$ cat config.mk
export PLATFORM = sky130hd
export DESIGN_NAME = btsd_core
export DESIGN_NICKNAME = d
export VERILOG_FILES = /design/src/verilog/btsd_pkg.sv /design/src/verilog/btsd_if.sv /design/src/verilog/btsd_core.sv /design/src/verilog/btsd_daa.sv
export SDC_FILE = /design/constraint.sdc
export NUM_CORES = 1
export LEC_CHECK = 0
export BUFFER_PORTS_ARGS = -buffer_cell sky130_fd_sc_hd__buf_4
export CORE_MARGIN = 1.5
export CORE_UTILIZATION = 40
export CTS_CLUSTER_SIZE = 10
export DETAILED_ROUTE_END_ITERATION = 16
export PLACE_DENSITY = 0.73
export SLEW_MARGIN = 20
export SYNTH_ARGS = -nofsm -noshare
export SYNTH_HDL_FRONTEND = slang
export SYNTH_HIERARCHICAL = 1
export SYNTH_SLANG_ARGS = --single-unit
$ cat constraint.sdc
create_clock -name i_clk -period 1.8 [get_ports i_clk]
set_input_delay 0.18 -clock i_clk [delete_from_list [all_inputs] [get_ports i_clk]]
set_output_delay 0.18 -clock i_clk [all_outputs]
set_load 0.005 [all_outputs]
$ cat src/verilog/btsd_pkg.sv
package btsd_pkg;
  // Opcode prefixes and fields.
  localparam logic [3:0] OPC_SKIP_CLR = 4'hb;
  localparam logic [3:0] OPC_SKIP_SET = 4'ha;
  localparam logic [15:0] OPC_DAA = 16'h0007;
  localparam int BIT_SEL_LSB = 9;
  localparam int ACC_SEL_POS = 8;
  // Decimal adjust constants.
  localparam logic [3:0] BCD_MAX = 4'h9;
  localparam logic [3:0] BCD_FIX = 4'h6;
  // Access bank indexed window upper bound.
  localparam logic [7:0] IDX_LIMIT = 8'h5f;
  // Reset values.
  localparam logic [7:0] W_RST = 8'h00;
  // Execution phases of the decoder.
  typedef enum logic [3:0] {
    BTSD_IDLE = 4'b0001,
    BTSD_TEST = 4'b0010,
    BTSD_NOP1 = 4'b0100,
    BTSD_NOP2 = 4'b1000
  } btsd_state_e;
endpackage : btsd_pkg
$ cat src/verilog/btsd_if.sv
`timescale 1ns/1ps
// Carries the decimal adjust operands and result between the modules.
interface btsd_daa_if;
  logic [7:0] w_in;
  logic c_in;
  logic dc_in;
  logic [7:0] w_out;
  logic c_out;
  modport ctl (output w_in, output c_in, output dc_in, input w_out, input c_out);
  modport alu (input w_in, input c_in, input dc_in, output w_out, output c_out);
endinterface : btsd_daa_if

$ cat src/verilog/btsd_core.sv
`timescale 1ns/1ps
// Summary of operation
// - Prefix 1011 tests a file bit and skips the next instruction if zero.
// - Prefix 1010 tests a file bit and skips the next instruction if one.
// - A taken skip discards the prefetched word and runs one no-operation cycle.
// - Skipping a two-word instruction costs four cycles, two no-operation cycles.
// - Access bit zero selects the access bank, one selects the bank register's bank.
// - Access bit zero with extended set treats addresses up to 95 as indexed.
// - Decimal adjust fixes the 8-bit working register in one single-cycle instruction.
// - Low nibble gets six added when above nine or half carry set.
module btsd_core
  import btsd_pkg::*;
(
  input wire logic i_clk, // Core clock.
  input wire logic i_reset_n, // Asynchronous active low reset.
  input wire logic i_ce, // Clock enable, freezes state when low.
  input wire logic i_instr_valid, // Instruction word presented this cycle.
  input wire logic [15:0] i_instr, // Instruction word.
  input wire logic i_next_two_word, // Prefetched next instruction is two words.
  input wire logic [7:0] i_file_data, // Data read from the addressed byte.
  input wire logic [3:0] i_bank_select_register, // Bank select register.
  input wire logic i_ext_set_en, // Extended instruction set enabled.
  input wire logic [7:0] i_index_base, // Indexed addressing base pointer low byte.
  input wire logic [7:0] i_w, // Working register value.
  input wire logic i_carry, // Carry flag.
  input wire logic i_half_carry_flag, // Half carry flag.
  output logic o_busy, // Decoder cannot accept an instruction.
  output logic o_rd_en, // File read strobe.
  output logic [11:0] o_rd_addr, // Full data address of the read.
  output logic o_discard, // Current cycle executes as a no-operation.
  output logic o_w_we, // Working register write strobe.
  output logic [7:0] o_w, // Adjusted working register value.
  output logic o_carry // Updated carry flag.
);
  // ****************************************
  // Decode
  // ****************************************
  btsd_state_e state_r;
  btsd_state_e state_nxt;
  logic [15:0] instr_r;
  logic two_word_r;
  logic is_clr;
  logic is_set;
  logic is_daa;
  logic acc_sel;
  logic [7:0] faddr;
  logic [7:0] idx_addr;
  logic [2:0] bit_sel;
  logic tested;
  logic skip;
  btsd_daa_if daa_bus ();

  // Decode the presented word only when idle; skip opcodes are bit-oriented.
  assign is_clr = i_instr[15:12] == OPC_SKIP_CLR;
  assign is_set = i_instr[15:12] == OPC_SKIP_SET;
  assign is_daa = i_instr == OPC_DAA;
  assign acc_sel = i_instr[ACC_SEL_POS];
  assign faddr = i_instr[7:0];
  // The indexed offset wraps inside bank zero; the carry out is dropped on purpose.
  assign idx_addr = faddr + i_index_base;
  assign bit_sel = instr_r[BIT_SEL_LSB +: 3];
  // Tested bit is the file data at the latched position.
  assign tested = i_file_data[bit_sel];
  assign skip = (instr_r[15:12] == OPC_SKIP_CLR) ? !tested : tested;

  // ****************************************
  // Sequencer
  // ****************************************
  // A skip costs one extra cycle, or two if the skipped word is a two-word instruction.
  always_comb begin
    state_nxt = state_r;
    case (state_r)
      BTSD_IDLE: begin
        if (i_instr_valid && (is_clr || is_set)) begin
          state_nxt = BTSD_TEST;
        end
      end
      BTSD_TEST: begin
        state_nxt = skip ? BTSD_NOP1 : BTSD_IDLE;
      end
      BTSD_NOP1: begin
        state_nxt = two_word_r ? BTSD_NOP2 : BTSD_IDLE;
      end
      BTSD_NOP2: begin
        state_nxt = BTSD_IDLE;
      end
      default: begin
        state_nxt = BTSD_IDLE;
      end
    endcase
  end

  // State register.
  always_ff @(posedge i_clk or negedge i_reset_n) begin
    if (!i_reset_n) begin
      state_r <= BTSD_IDLE;
    end else if (i_ce) begin
      state_r <= state_nxt;
    end
  end

  // Latch the instruction and the size of the following word at issue.
  always_ff @(posedge i_clk or negedge i_reset_n) begin
    if (!i_reset_n) begin
      instr_r <= 16'h0000;
      two_word_r <= 1'b0;
    end else if (i_ce && state_r == BTSD_IDLE && i_instr_valid) begin
      instr_r <= i_instr;
      two_word_r <= i_next_two_word;
    end
  end

  // ****************************************
  // Addressing
  // ****************************************
  // Address formed at issue; file data is expected back on the next cycle.
  always_ff @(posedge i_clk or negedge i_reset_n) begin
    if (!i_reset_n) begin
      o_rd_en <= 1'b0;
      o_rd_addr <= 12'h000;
    end else if (i_ce) begin
      o_rd_en <= state_r == BTSD_IDLE && i_instr_valid && (is_clr || is_set);
      if (acc_sel) begin
        o_rd_addr <= {i_bank_select_register, faddr};
      end else if (i_ext_set_en && faddr <= IDX_LIMIT) begin
        o_rd_addr <= {4'h0, idx_addr};
      end else if (faddr <= IDX_LIMIT) begin
        o_rd_addr <= {4'h0, faddr};
      end else begin
        o_rd_addr <= {4'hf, faddr};
      end
    end
  end

  // No-operation cycles replace the discarded words.
  assign o_discard = state_r == BTSD_NOP1 || state_r == BTSD_NOP2;
  assign o_busy = state_r != BTSD_IDLE;

  // ****************************************
  // Decimal adjust
  // ****************************************
  assign daa_bus.w_in = i_w;
  assign daa_bus.c_in = i_carry;
  assign daa_bus.dc_in = i_half_carry_flag;
  btsd_daa u_daa (
    .bus(daa_bus)
  );

  // Result registered in the issue cycle; only carry changes among the flags.
  always_ff @(posedge i_clk or negedge i_reset_n) begin
    if (!i_reset_n) begin
      o_w_we <= 1'b0;
      o_w <= W_RST;
      o_carry <= 1'b0;
    end else if (i_ce) begin
      o_w_we <= state_r == BTSD_IDLE && i_instr_valid && is_daa;
      if (state_r == BTSD_IDLE && i_instr_valid && is_daa) begin
        o_w <= daa_bus.w_out;
        o_carry <= daa_bus.c_out;
      end
    end
  end

  // ****************************************
  // Checks
  // ****************************************
  property p_skip_nop;
    @(posedge i_clk) disable iff (!i_reset_n)
    (i_ce && state_r == BTSD_TEST && skip) |=> o_discard;
  endproperty
  a_skip_nop: assert property (p_skip_nop) else $error("skip gave no nop");

  property p_noskip;
    @(posedge i_clk) disable iff (!i_reset_n)
    (i_ce && state_r == BTSD_TEST && !skip) |=> !o_discard;
  endproperty
  a_noskip: assert property (p_noskip) else $error("nop without skip");

  property p_two_word;
    @(posedge i_clk) disable iff (!i_reset_n)
    (i_ce && state_r == BTSD_NOP1 && two_word_r) |=> state_r == BTSD_NOP2;
  endproperty
  a_two_word: assert property (p_two_word) else $error("second nop missing");

  property p_one_word;
    @(posedge i_clk) disable iff (!i_reset_n)
    (i_ce && state_r == BTSD_NOP1 && !two_word_r) |=> state_r == BTSD_IDLE;
  endproperty
  a_one_word: assert property (p_one_word) else $error("extra nop");

  property p_set_polarity;
    @(posedge i_clk) disable iff (!i_reset_n)
    (i_ce && state_r == BTSD_TEST && instr_r[15:12] == OPC_SKIP_SET)
      |=> o_discard == $past(tested);
  endproperty
  a_set_polarity: assert property (p_set_polarity) else $error("set test wrong");

  property p_bank;
    @(posedge i_clk) disable iff (!i_reset_n)
    (i_ce && state_r == BTSD_IDLE && i_instr_valid && is_clr && acc_sel)
      |=> o_rd_addr[11:8] == $past(i_bank_select_register);
  endproperty
  a_bank: assert property (p_bank) else $error("bank select wrong");

  property p_daa_one_cycle;
    @(posedge i_clk) disable iff (!i_reset_n)
    (i_ce && state_r == BTSD_IDLE && i_instr_valid && is_daa) |=> o_w_we && !o_busy;
  endproperty
  a_daa_one_cycle: assert property (p_daa_one_cycle) else $error("adjust not one cycle");

  property p_daa_low;
    @(posedge i_clk) disable iff (!i_reset_n)
    (o_w_we && $past(i_ce) && $past(i_w[3:0]) <= BCD_MAX && !$past(i_half_carry_flag))
      |-> o_w[3:0] == $past(i_w[3:0]);
  endproperty
  a_daa_low: assert property (p_daa_low) else $error("low nibble changed");

  property p_carry_kept;
    @(posedge i_clk) disable iff (!i_reset_n)
    (o_w_we && $past(i_ce) && $past(i_carry)) |-> o_carry;
  endproperty
  a_carry_kept: assert property (p_carry_kept) else $error("carry lost");

  c_skip1: cover property (@(posedge i_clk) state_r == BTSD_NOP1 && !two_word_r);
  c_skip2: cover property (@(posedge i_clk) state_r == BTSD_NOP2);
  c_daa: cover property (@(posedge i_clk) o_w_we && o_carry);
endmodule : btsd_core

$ cat src/verilog/btsd_daa.sv
`timescale 1ns/1ps
module btsd_daa
  import btsd_pkg::*;
(
  btsd_daa_if.alu bus // Adjust operands and result.
);
  logic [4:0] lo_sum;
  logic [4:0] hi_sum;
  logic lo_cy;
  // Low nibble gets six when above nine or half carry set; its carry feeds the high nibble.
  always_comb begin
    lo_sum = {1'b0, bus.w_in[3:0]};
    if (bus.w_in[3:0] > BCD_MAX || bus.dc_in) begin
      lo_sum = {1'b0, bus.w_in[3:0]} + {1'b0, BCD_FIX};
    end
    lo_cy = lo_sum[4];
    hi_sum = {1'b0, bus.w_in[7:4]} + {4'h0, lo_cy};
    if (hi_sum > {1'b0, BCD_MAX} || bus.c_in) begin
      hi_sum = hi_sum + {1'b0, BCD_FIX};
    end
  end
  assign bus.w_out = {hi_sum[3:0], lo_sum[3:0]};
  assign bus.c_out = bus.c_in | hi_sum[4];
endmodule : btsd_daa

==> impl_metrics.csv, run 1 <==
group,metric,value,unit
status,status,"completed",
synthesis,yosys.area_share.adder,6.67,%
pwr,leakage,1.55,nW
synthesis,synth-edff-count,0,
floorplan,rows,27,
pwr,vdd_drop_max,0.364,mV
global_routing,grt_pass1_vias,2168,
layout,n_fill_cell,512,
global_routing,top_usage_layer,"met2",
synthesis,yosys-mux-area-fraction,12.6,%
drt,drt_iter0_drc,148,
sta,rsz0062_at_grt,"true",
drt,detail-route-antenna-nets,0,
placed_design,dp_hpwl,4790,µm
global_routing,grt_max_degree,36,
sta,fin_crit_sh,99.4,%
placed_design,dp_slack,-301,ps
setup_path,path_class,"register to register",
sta,finalSetupViolCount,0,
synthesis,synth_area,2360,µm²
setup_path,required,1970,ps
global_routing,antenna_found_initial,0,
floorplan,dieHeight,79.9,µm
sta,slew_viol_final,0,
synthesis,synthFlopType,"dfrtp_1",
setup_path,crit_buf_inv,1,
sta,fin_crit,1790,ps
layout,drive_gt1_share,42.1,%
synthesis,synthArstFlopShare,100,%
synthesis,syn_inst,241,
clock_network,clk_pin_slew,70,ps
sta,fin_worst_skew,6.23,ps
drt,avgRoutedWirePerCell,15.1,µm
drt,routed_via_density,5.30,
sta,max_clock_freq,0.559,GHz
global_routing,met1_usage,25.2,%
synthesis,ys_top_cells_by_area,"dfrtp_1 (36%), mux2_2 (9.0%), ha_1 (5.8%)",
global_routing,met3_usage,3.89,%
synthesis,synth_top_family_by_area,"simple AND/OR/NAND/NOR gates",
drt,finalWirelength,6170,µm
clock_network,clock_latency,290,ps
pwr,switching_share,30.0,%
clock_network,cts_tree,"done",
clock_network,cts_made_buffers,5,
clock_network,cts_setup_buffers,0,
clock_network,cts_buffer_depth,2,
sta,timing.final.ws_setup,10.5,ps
pwr,internal_power,1.62,mW
pwr,power.net_switching,0.693,mW
layout,n_antenna_cell,0,
setup_path,r2r-start,"state_r[0]$_DFFE_PN1P_",
setup_path,startpoint,"state_r[0]$_DFFE_PN1P_",
synthesis,synth_top_area_cell,"dfrtp_1",
synthesis,synth_compound_area_share,16.2,%
drt,firstDrtPassIters,4,
synthesis,synth-xor-area-share,2.96,%
drt,drc,0,
sta,tightest_slew,455,ps
layout,mostFrequentLayoutCells,"buf_4 (96), dfrtp_1 (33), nand2_1 (20), mux2_2 (19), nor2_1 (18)",
setup_path,cp-end-kind,"register",
floorplan,core_area,5610,µm²
layout,fin_cells,407,
synthesis,ys_seq_elements,35,
floorplan,die-width,79.9,µm
layout,area_growth,37.6,%
synthesis,synth_warnings,6,
clock_network,cts_num_sinks,35,
layout,final_common_cell,"buf_4",
layout,fin_nets,398,
global_routing,use_met2,34.2,%
setup_path,cp_cell_sequence,"nor4b_4, and3_1, and4b_1, buf_12, mux2_2",
floorplan,start_util,42.2,%
global_routing,grt_pass1_wl,9940,µm
placed_design,dp_cells,398,
setup_path,critical-path-max-stage-delay,540,ps
global_routing,grt-ovfl-total,0,
pwr,power,2.31,mW
hold_path,hold_path.class,"primary input to register",
pwr,p_comb_share,33.2,%
setup_path,crit_slowest_cell,"dfstp_2",
synthesis,synth.distinct_cells,56,
synthesis,syn_nets,305,
job,cap_violations,0,
pwr,power_frac_seq,42.6,%
setup_path,cp_top_family,"simple AND/OR/NAND/NOR gates",
sta,setup-tns-final,0,ps
placed_design,portBuffers,76,
hold_path,min_from,"i_w[0]",
clock_network,htree_levels,2,
setup_path,critPathLaunchType,"register",
synthesis,synth-seq-area-share,37.1,%
setup_path,crit_fanout,10,
sta,hold_viol_final,0,
synthesis,netlist.area_leader.share,36.0,%
clock_network,clockRootBuffer,"clkbuf_8",
pwr,clkPwrFrac,24.2,%
setup_path,cp.arrival,1960,ps
floorplan,io_pins,77,
global_routing,track_usage,20.1,%
floorplan,dieArea,6380,µm²
synthesis,yosys.area_share.simple,18.9,%
pwr,power.density,710,nW/µm²
drt,vias,2159,
sta,slew_headroom,69.7,%
placed_design,place_congestion,0.924,
synthesis,avgSynthCellArea,9.81,µm²
cell usage after synthesis, types with 5 or more instances:
library cell,n
a21oi_1,14
dfrtp_1,34
ha_1,11
inv_1,14
mux2_2,19
nand2_1,21
nand3_1,6
nor2_1,18
nor4_1,6
o21ai_0,8
xnor2_1,5
metal layers:
layer,vias to the layer above,part of all wire [%]
li1,1065,-
met2,73,49
met5,-,0
met3,11,7.1
met4,0,1.7
met1,1010,42
layout make-up:
cell class,count,area (µm²),area share (%)
Clock inverter,1,5.00,0.154
Inverter,14,52.6,1.62
Sequential cell,35,878,27.0
Clock buffer,7,76.3,2.35
Tap cell,72,90.1,2.77
Multi-Input combinational cell,180,1400,43.0
Timing Repair Buffer,98,751,23.1
flip-flops by register name, summed over array words and instances (netlist names):
signal	flops
two_word_r	1
o_rd_addr	12
o_w	8
o_rd_en	1
o_carry	1
instr_r	7
o_w_we	1
state_r	4
timing repair:
action / CTS / global route
gates resized for setup: 1 / 5
hold endpoints to repair: 34 / 0
pin swaps: 1 / 3
endpoints found under the setup margin: 10 / 11
hold buffers: 1 / 0
worst paths after layout:
kind,end,slack [ps],depth (start not counted)
setup / recovery,o_carry$_DFFE_PN0P_,10,5
hold / removal,o_w[0]$_DFFE_PN0P_,120,2
setup reg to reg,o_carry$_DFFE_PN0P_,10,5
hold reg to reg,o_w_we$_DFFE_PN0P_,480,1
max in group asynchronous,state_r[0]$_DFFE_PN1P_,1080,2
min in group asynchronous,instr_r[13]$_DFFE_PN0P_,380,2
worst reg2reg max path, delay by kind of cell, from the launching register on:
| family | cells | cell delay [ps] |
|---|---|---|
| flops | 1 | 540 |
| simple gates | 3 | 670 |
| buf+inv | 1 | 150 |
| mux | 1 | 330 |
power by group through the flow:
stage | sequential, mW | combinational [mW] | clock (mW)
global placement | 0.990 | 0.739 | 0
global route | 0.997 | 0.841 | 0.617
detailed placement | 0.998 | 0.762 | 0
floorplan | 0.988 | 0.436 | 0
finish | 0.983 | 0.767 | 0.559
CTS | 0.984 | 0.767 | 0.575
logic make-up (layout without fill, tap and decap cells):
family	Yosys count	after routing
adders and majority gates	12	12
buffers and inverters	26	120
AOI/OAI and AO/OA	54	54
DFF	35	35
muxes	25	25
xor gates and xnor gates	8	8
and+or+nand+nor	81	81
per-stage QoR:
| step | hold slack, ps | utilization [%] | instance area [µm²] |
|---|---|---|---|
| after CTS | 119 | 57.7 | 3240 |
| after detailed placement | 169 | 56.0 | 3140 |
| after global routing | 122 | 58.0 | 3250 |
| after floorplan | -116 | - | 2390 |
| final | 120 | 58.0 | 3250 |
| after global placement | 165 | 56.0 | 3140 |
Power figures use the tool's default switching activity.
==> run 2, diff against run 1 <==
CORE_MARGIN = 8   (was 1.5)
==> impl_metrics.csv, run 2 (synthesis gave the netlist of run 1 again) <==
group,metric,value,unit
status,status,"finished with violations",
status,violations,"negative setup slack",
clock_network,clockRootBuffer,"clkbuf_8",
drt,routed_via_density,5.23,
sta,max_clock_freq,0.551,GHz
global_routing,antenna_found_initial,0,
pwr,power.density,703,nW/µm²
pwr,internal_power,1.61,mW
layout,fin_cells,409,
sta,fin_worst_skew,2.78,ps
layout,area_growth,36.8,%
global_routing,met3_usage,4.29,%
global_routing,grt_max_degree,36,
global_routing,met1_usage,17.1,%
placed_design,dp_hpwl,5110,µm
setup_path,cp-end-kind,"register",
clock_network,htree_levels,2,
sta,fin_crit,1820,ps
setup_path,required,1960,ps
sta,tightest_slew,450,ps
drt,drt_iter0_drc,63,
layout,n_antenna_cell,0,
sta,hold_viol_final,0,
floorplan,core_area,5820,µm²
global_routing,grt-ovfl-total,0,
setup_path,crit_fanout,10,
drt,finalWirelength,6360,µm
global_routing,grt_pass1_wl,10400,µm
layout,final_common_cell,"buf_4",
floorplan,dieHeight,92.9,µm
global_routing,top_usage_layer,"met2",
pwr,vdd_drop_max,0.408,mV
clock_network,clock_latency,280,ps
placed_design,dp_slack,-298,ps
setup_path,cp.arrival,1980,ps
drt,detail-route-antenna-nets,0,
placed_design,place_congestion,0.933,
clock_network,cts_tree,"done",
layout,mostFrequentLayoutCells,"buf_4 (95), dfrtp_1 (34), nand2_1 (21), mux2_2 (19), nor2_1 (18)",
floorplan,dieArea,8630,µm²
drt,avgRoutedWirePerCell,15.6,µm
sta,slew_headroom,69.9,%
placed_design,portBuffers,76,
floorplan,io_pins,77,
sta,hold_ws,130,ps
sta,setup-tns-final,-87.9,ps
placed_design,dp_cells,399,
layout,regMostFlops,"o_rd_addr",
pwr,leakage,1.54,nW
sta,timing.final.ws_setup,-15.5,ps
job,cap_violations,0,
layout,largestRegisters,"o_rd_addr: 12 flops, o_w: 8 flops, instr_r: 7 flops",
sta,fin_crit_sh,101,%
sta,slew_viol_final,0,
clock_network,clk_pin_slew,70,ps
layout,drive_gt1_share,40.7,%
global_routing,track_usage,14.6,%
layout,largest_register_ffs,12,
sta,finalSetupViolCount,9,
sta,rsz0062_at_grt,"true",
drt,drc,0,
floorplan,rows,28,
global_routing,use_met2,25.2,%
floorplan,die-width,92.9,µm
setup_path,critPathLaunchType,"register",
global_routing,grt_pass1_vias,2286,
drt,vias,2140,
setup_path,path_class,"register to register",
hold_path,hold_path.class,"primary input to register",
pwr,power_frac_seq,43.4,%
pwr,switching_share,29.3,%
pwr,p_comb_share,32.9,%
pwr,power.net_switching,0.665,mW
drt,firstDrtPassIters,4,
clock_network,cts_made_buffers,5,
layout,fin_nets,397,
clock_network,cts_buffer_depth,2,
clock_network,cts_num_sinks,35,
pwr,clkPwrFrac,23.7,%
floorplan,start_util,40.7,%
run 2: cell count changes in the layout (fill, tap and decap cells not counted), sizes merged:
cell    change
buf         -1
clkbuf      +1
clkinv      -1
run 2: metal layers:
layer	vias to the layer above	wire length (µm)	share of wire [%]
met3	5	356	5.6
met5	-	0	0
met1	1012	2760	43
met4	0	40	0.63
li1	1067	-	-
met2	56	3210	50
run 2: critical path: stages (launching register included):
cell and delay, ps:
dfstp_2 540, nor4b_4 220, and3_1 210, and4b_1 260, buf_12 140, mux2_2 330
run 2: power groups by stage:
stage                     logic (mW)  clock network [mW]  registers, mW
after global placement         0.718                   0          0.995
after detailed placement       0.739                   0           1.00
final                          0.749               0.538          0.986
after floorplan                0.436                   0          0.988
after CTS                      0.743               0.554          0.987
after global routing           0.822               0.590          0.999
run 2: metrics by stage:
stage               area (µm²)  total power, mW  util, %
floorplan                 2390             1.42        -
global placement          3130             1.71     53.8
detailed placement        3130             1.74     53.8
CTS                       3220             2.28     55.4
global route              3230             2.41     55.6
finish                    3230             2.27     55.6
run 2: final timing paths:
check                      cells past startpoint                endpoint                    from  slack (ps)
max                                            5     o_carry$_DFFE_PN0P_  state_r[0]$_DFFE_PN1P_         -20
min                                            2     o_rd_en$_DFFE_PN0P_                    i_ce         130
max reg2reg                                    5     o_carry$_DFFE_PN0P_  state_r[0]$_DFFE_PN1P_         -20
min reg2reg                                    1      o_w_we$_DFFE_PN0P_      o_w_we$_DFFE_PN0P_         490
max in group asynchronous                      2  state_r[0]$_DFFE_PN1P_               i_reset_n        1070
min in group asynchronous                      2     o_carry$_DFFE_PN0P_               i_reset_n         390
run 2: repair_timing:
action | 4_1_cts | 5_1_grt
hold buffers | 1 | 0
pin swaps | 0 | 5
gates resized for setup | 0 | 3
setup buffers | 0 | 1
endpoints found under the setup margin | 9 | 10
endpoints found under the hold margin | 34 | 0
run 2: layout make-up:
class	count	area, µm²
clock buffers	8	80.1
fillers	558	2580
inverters	14	52.6
multi-input cells	180	1390
flip-flops and latches	35	877
well taps	75	93.8
repair buffers	97	743
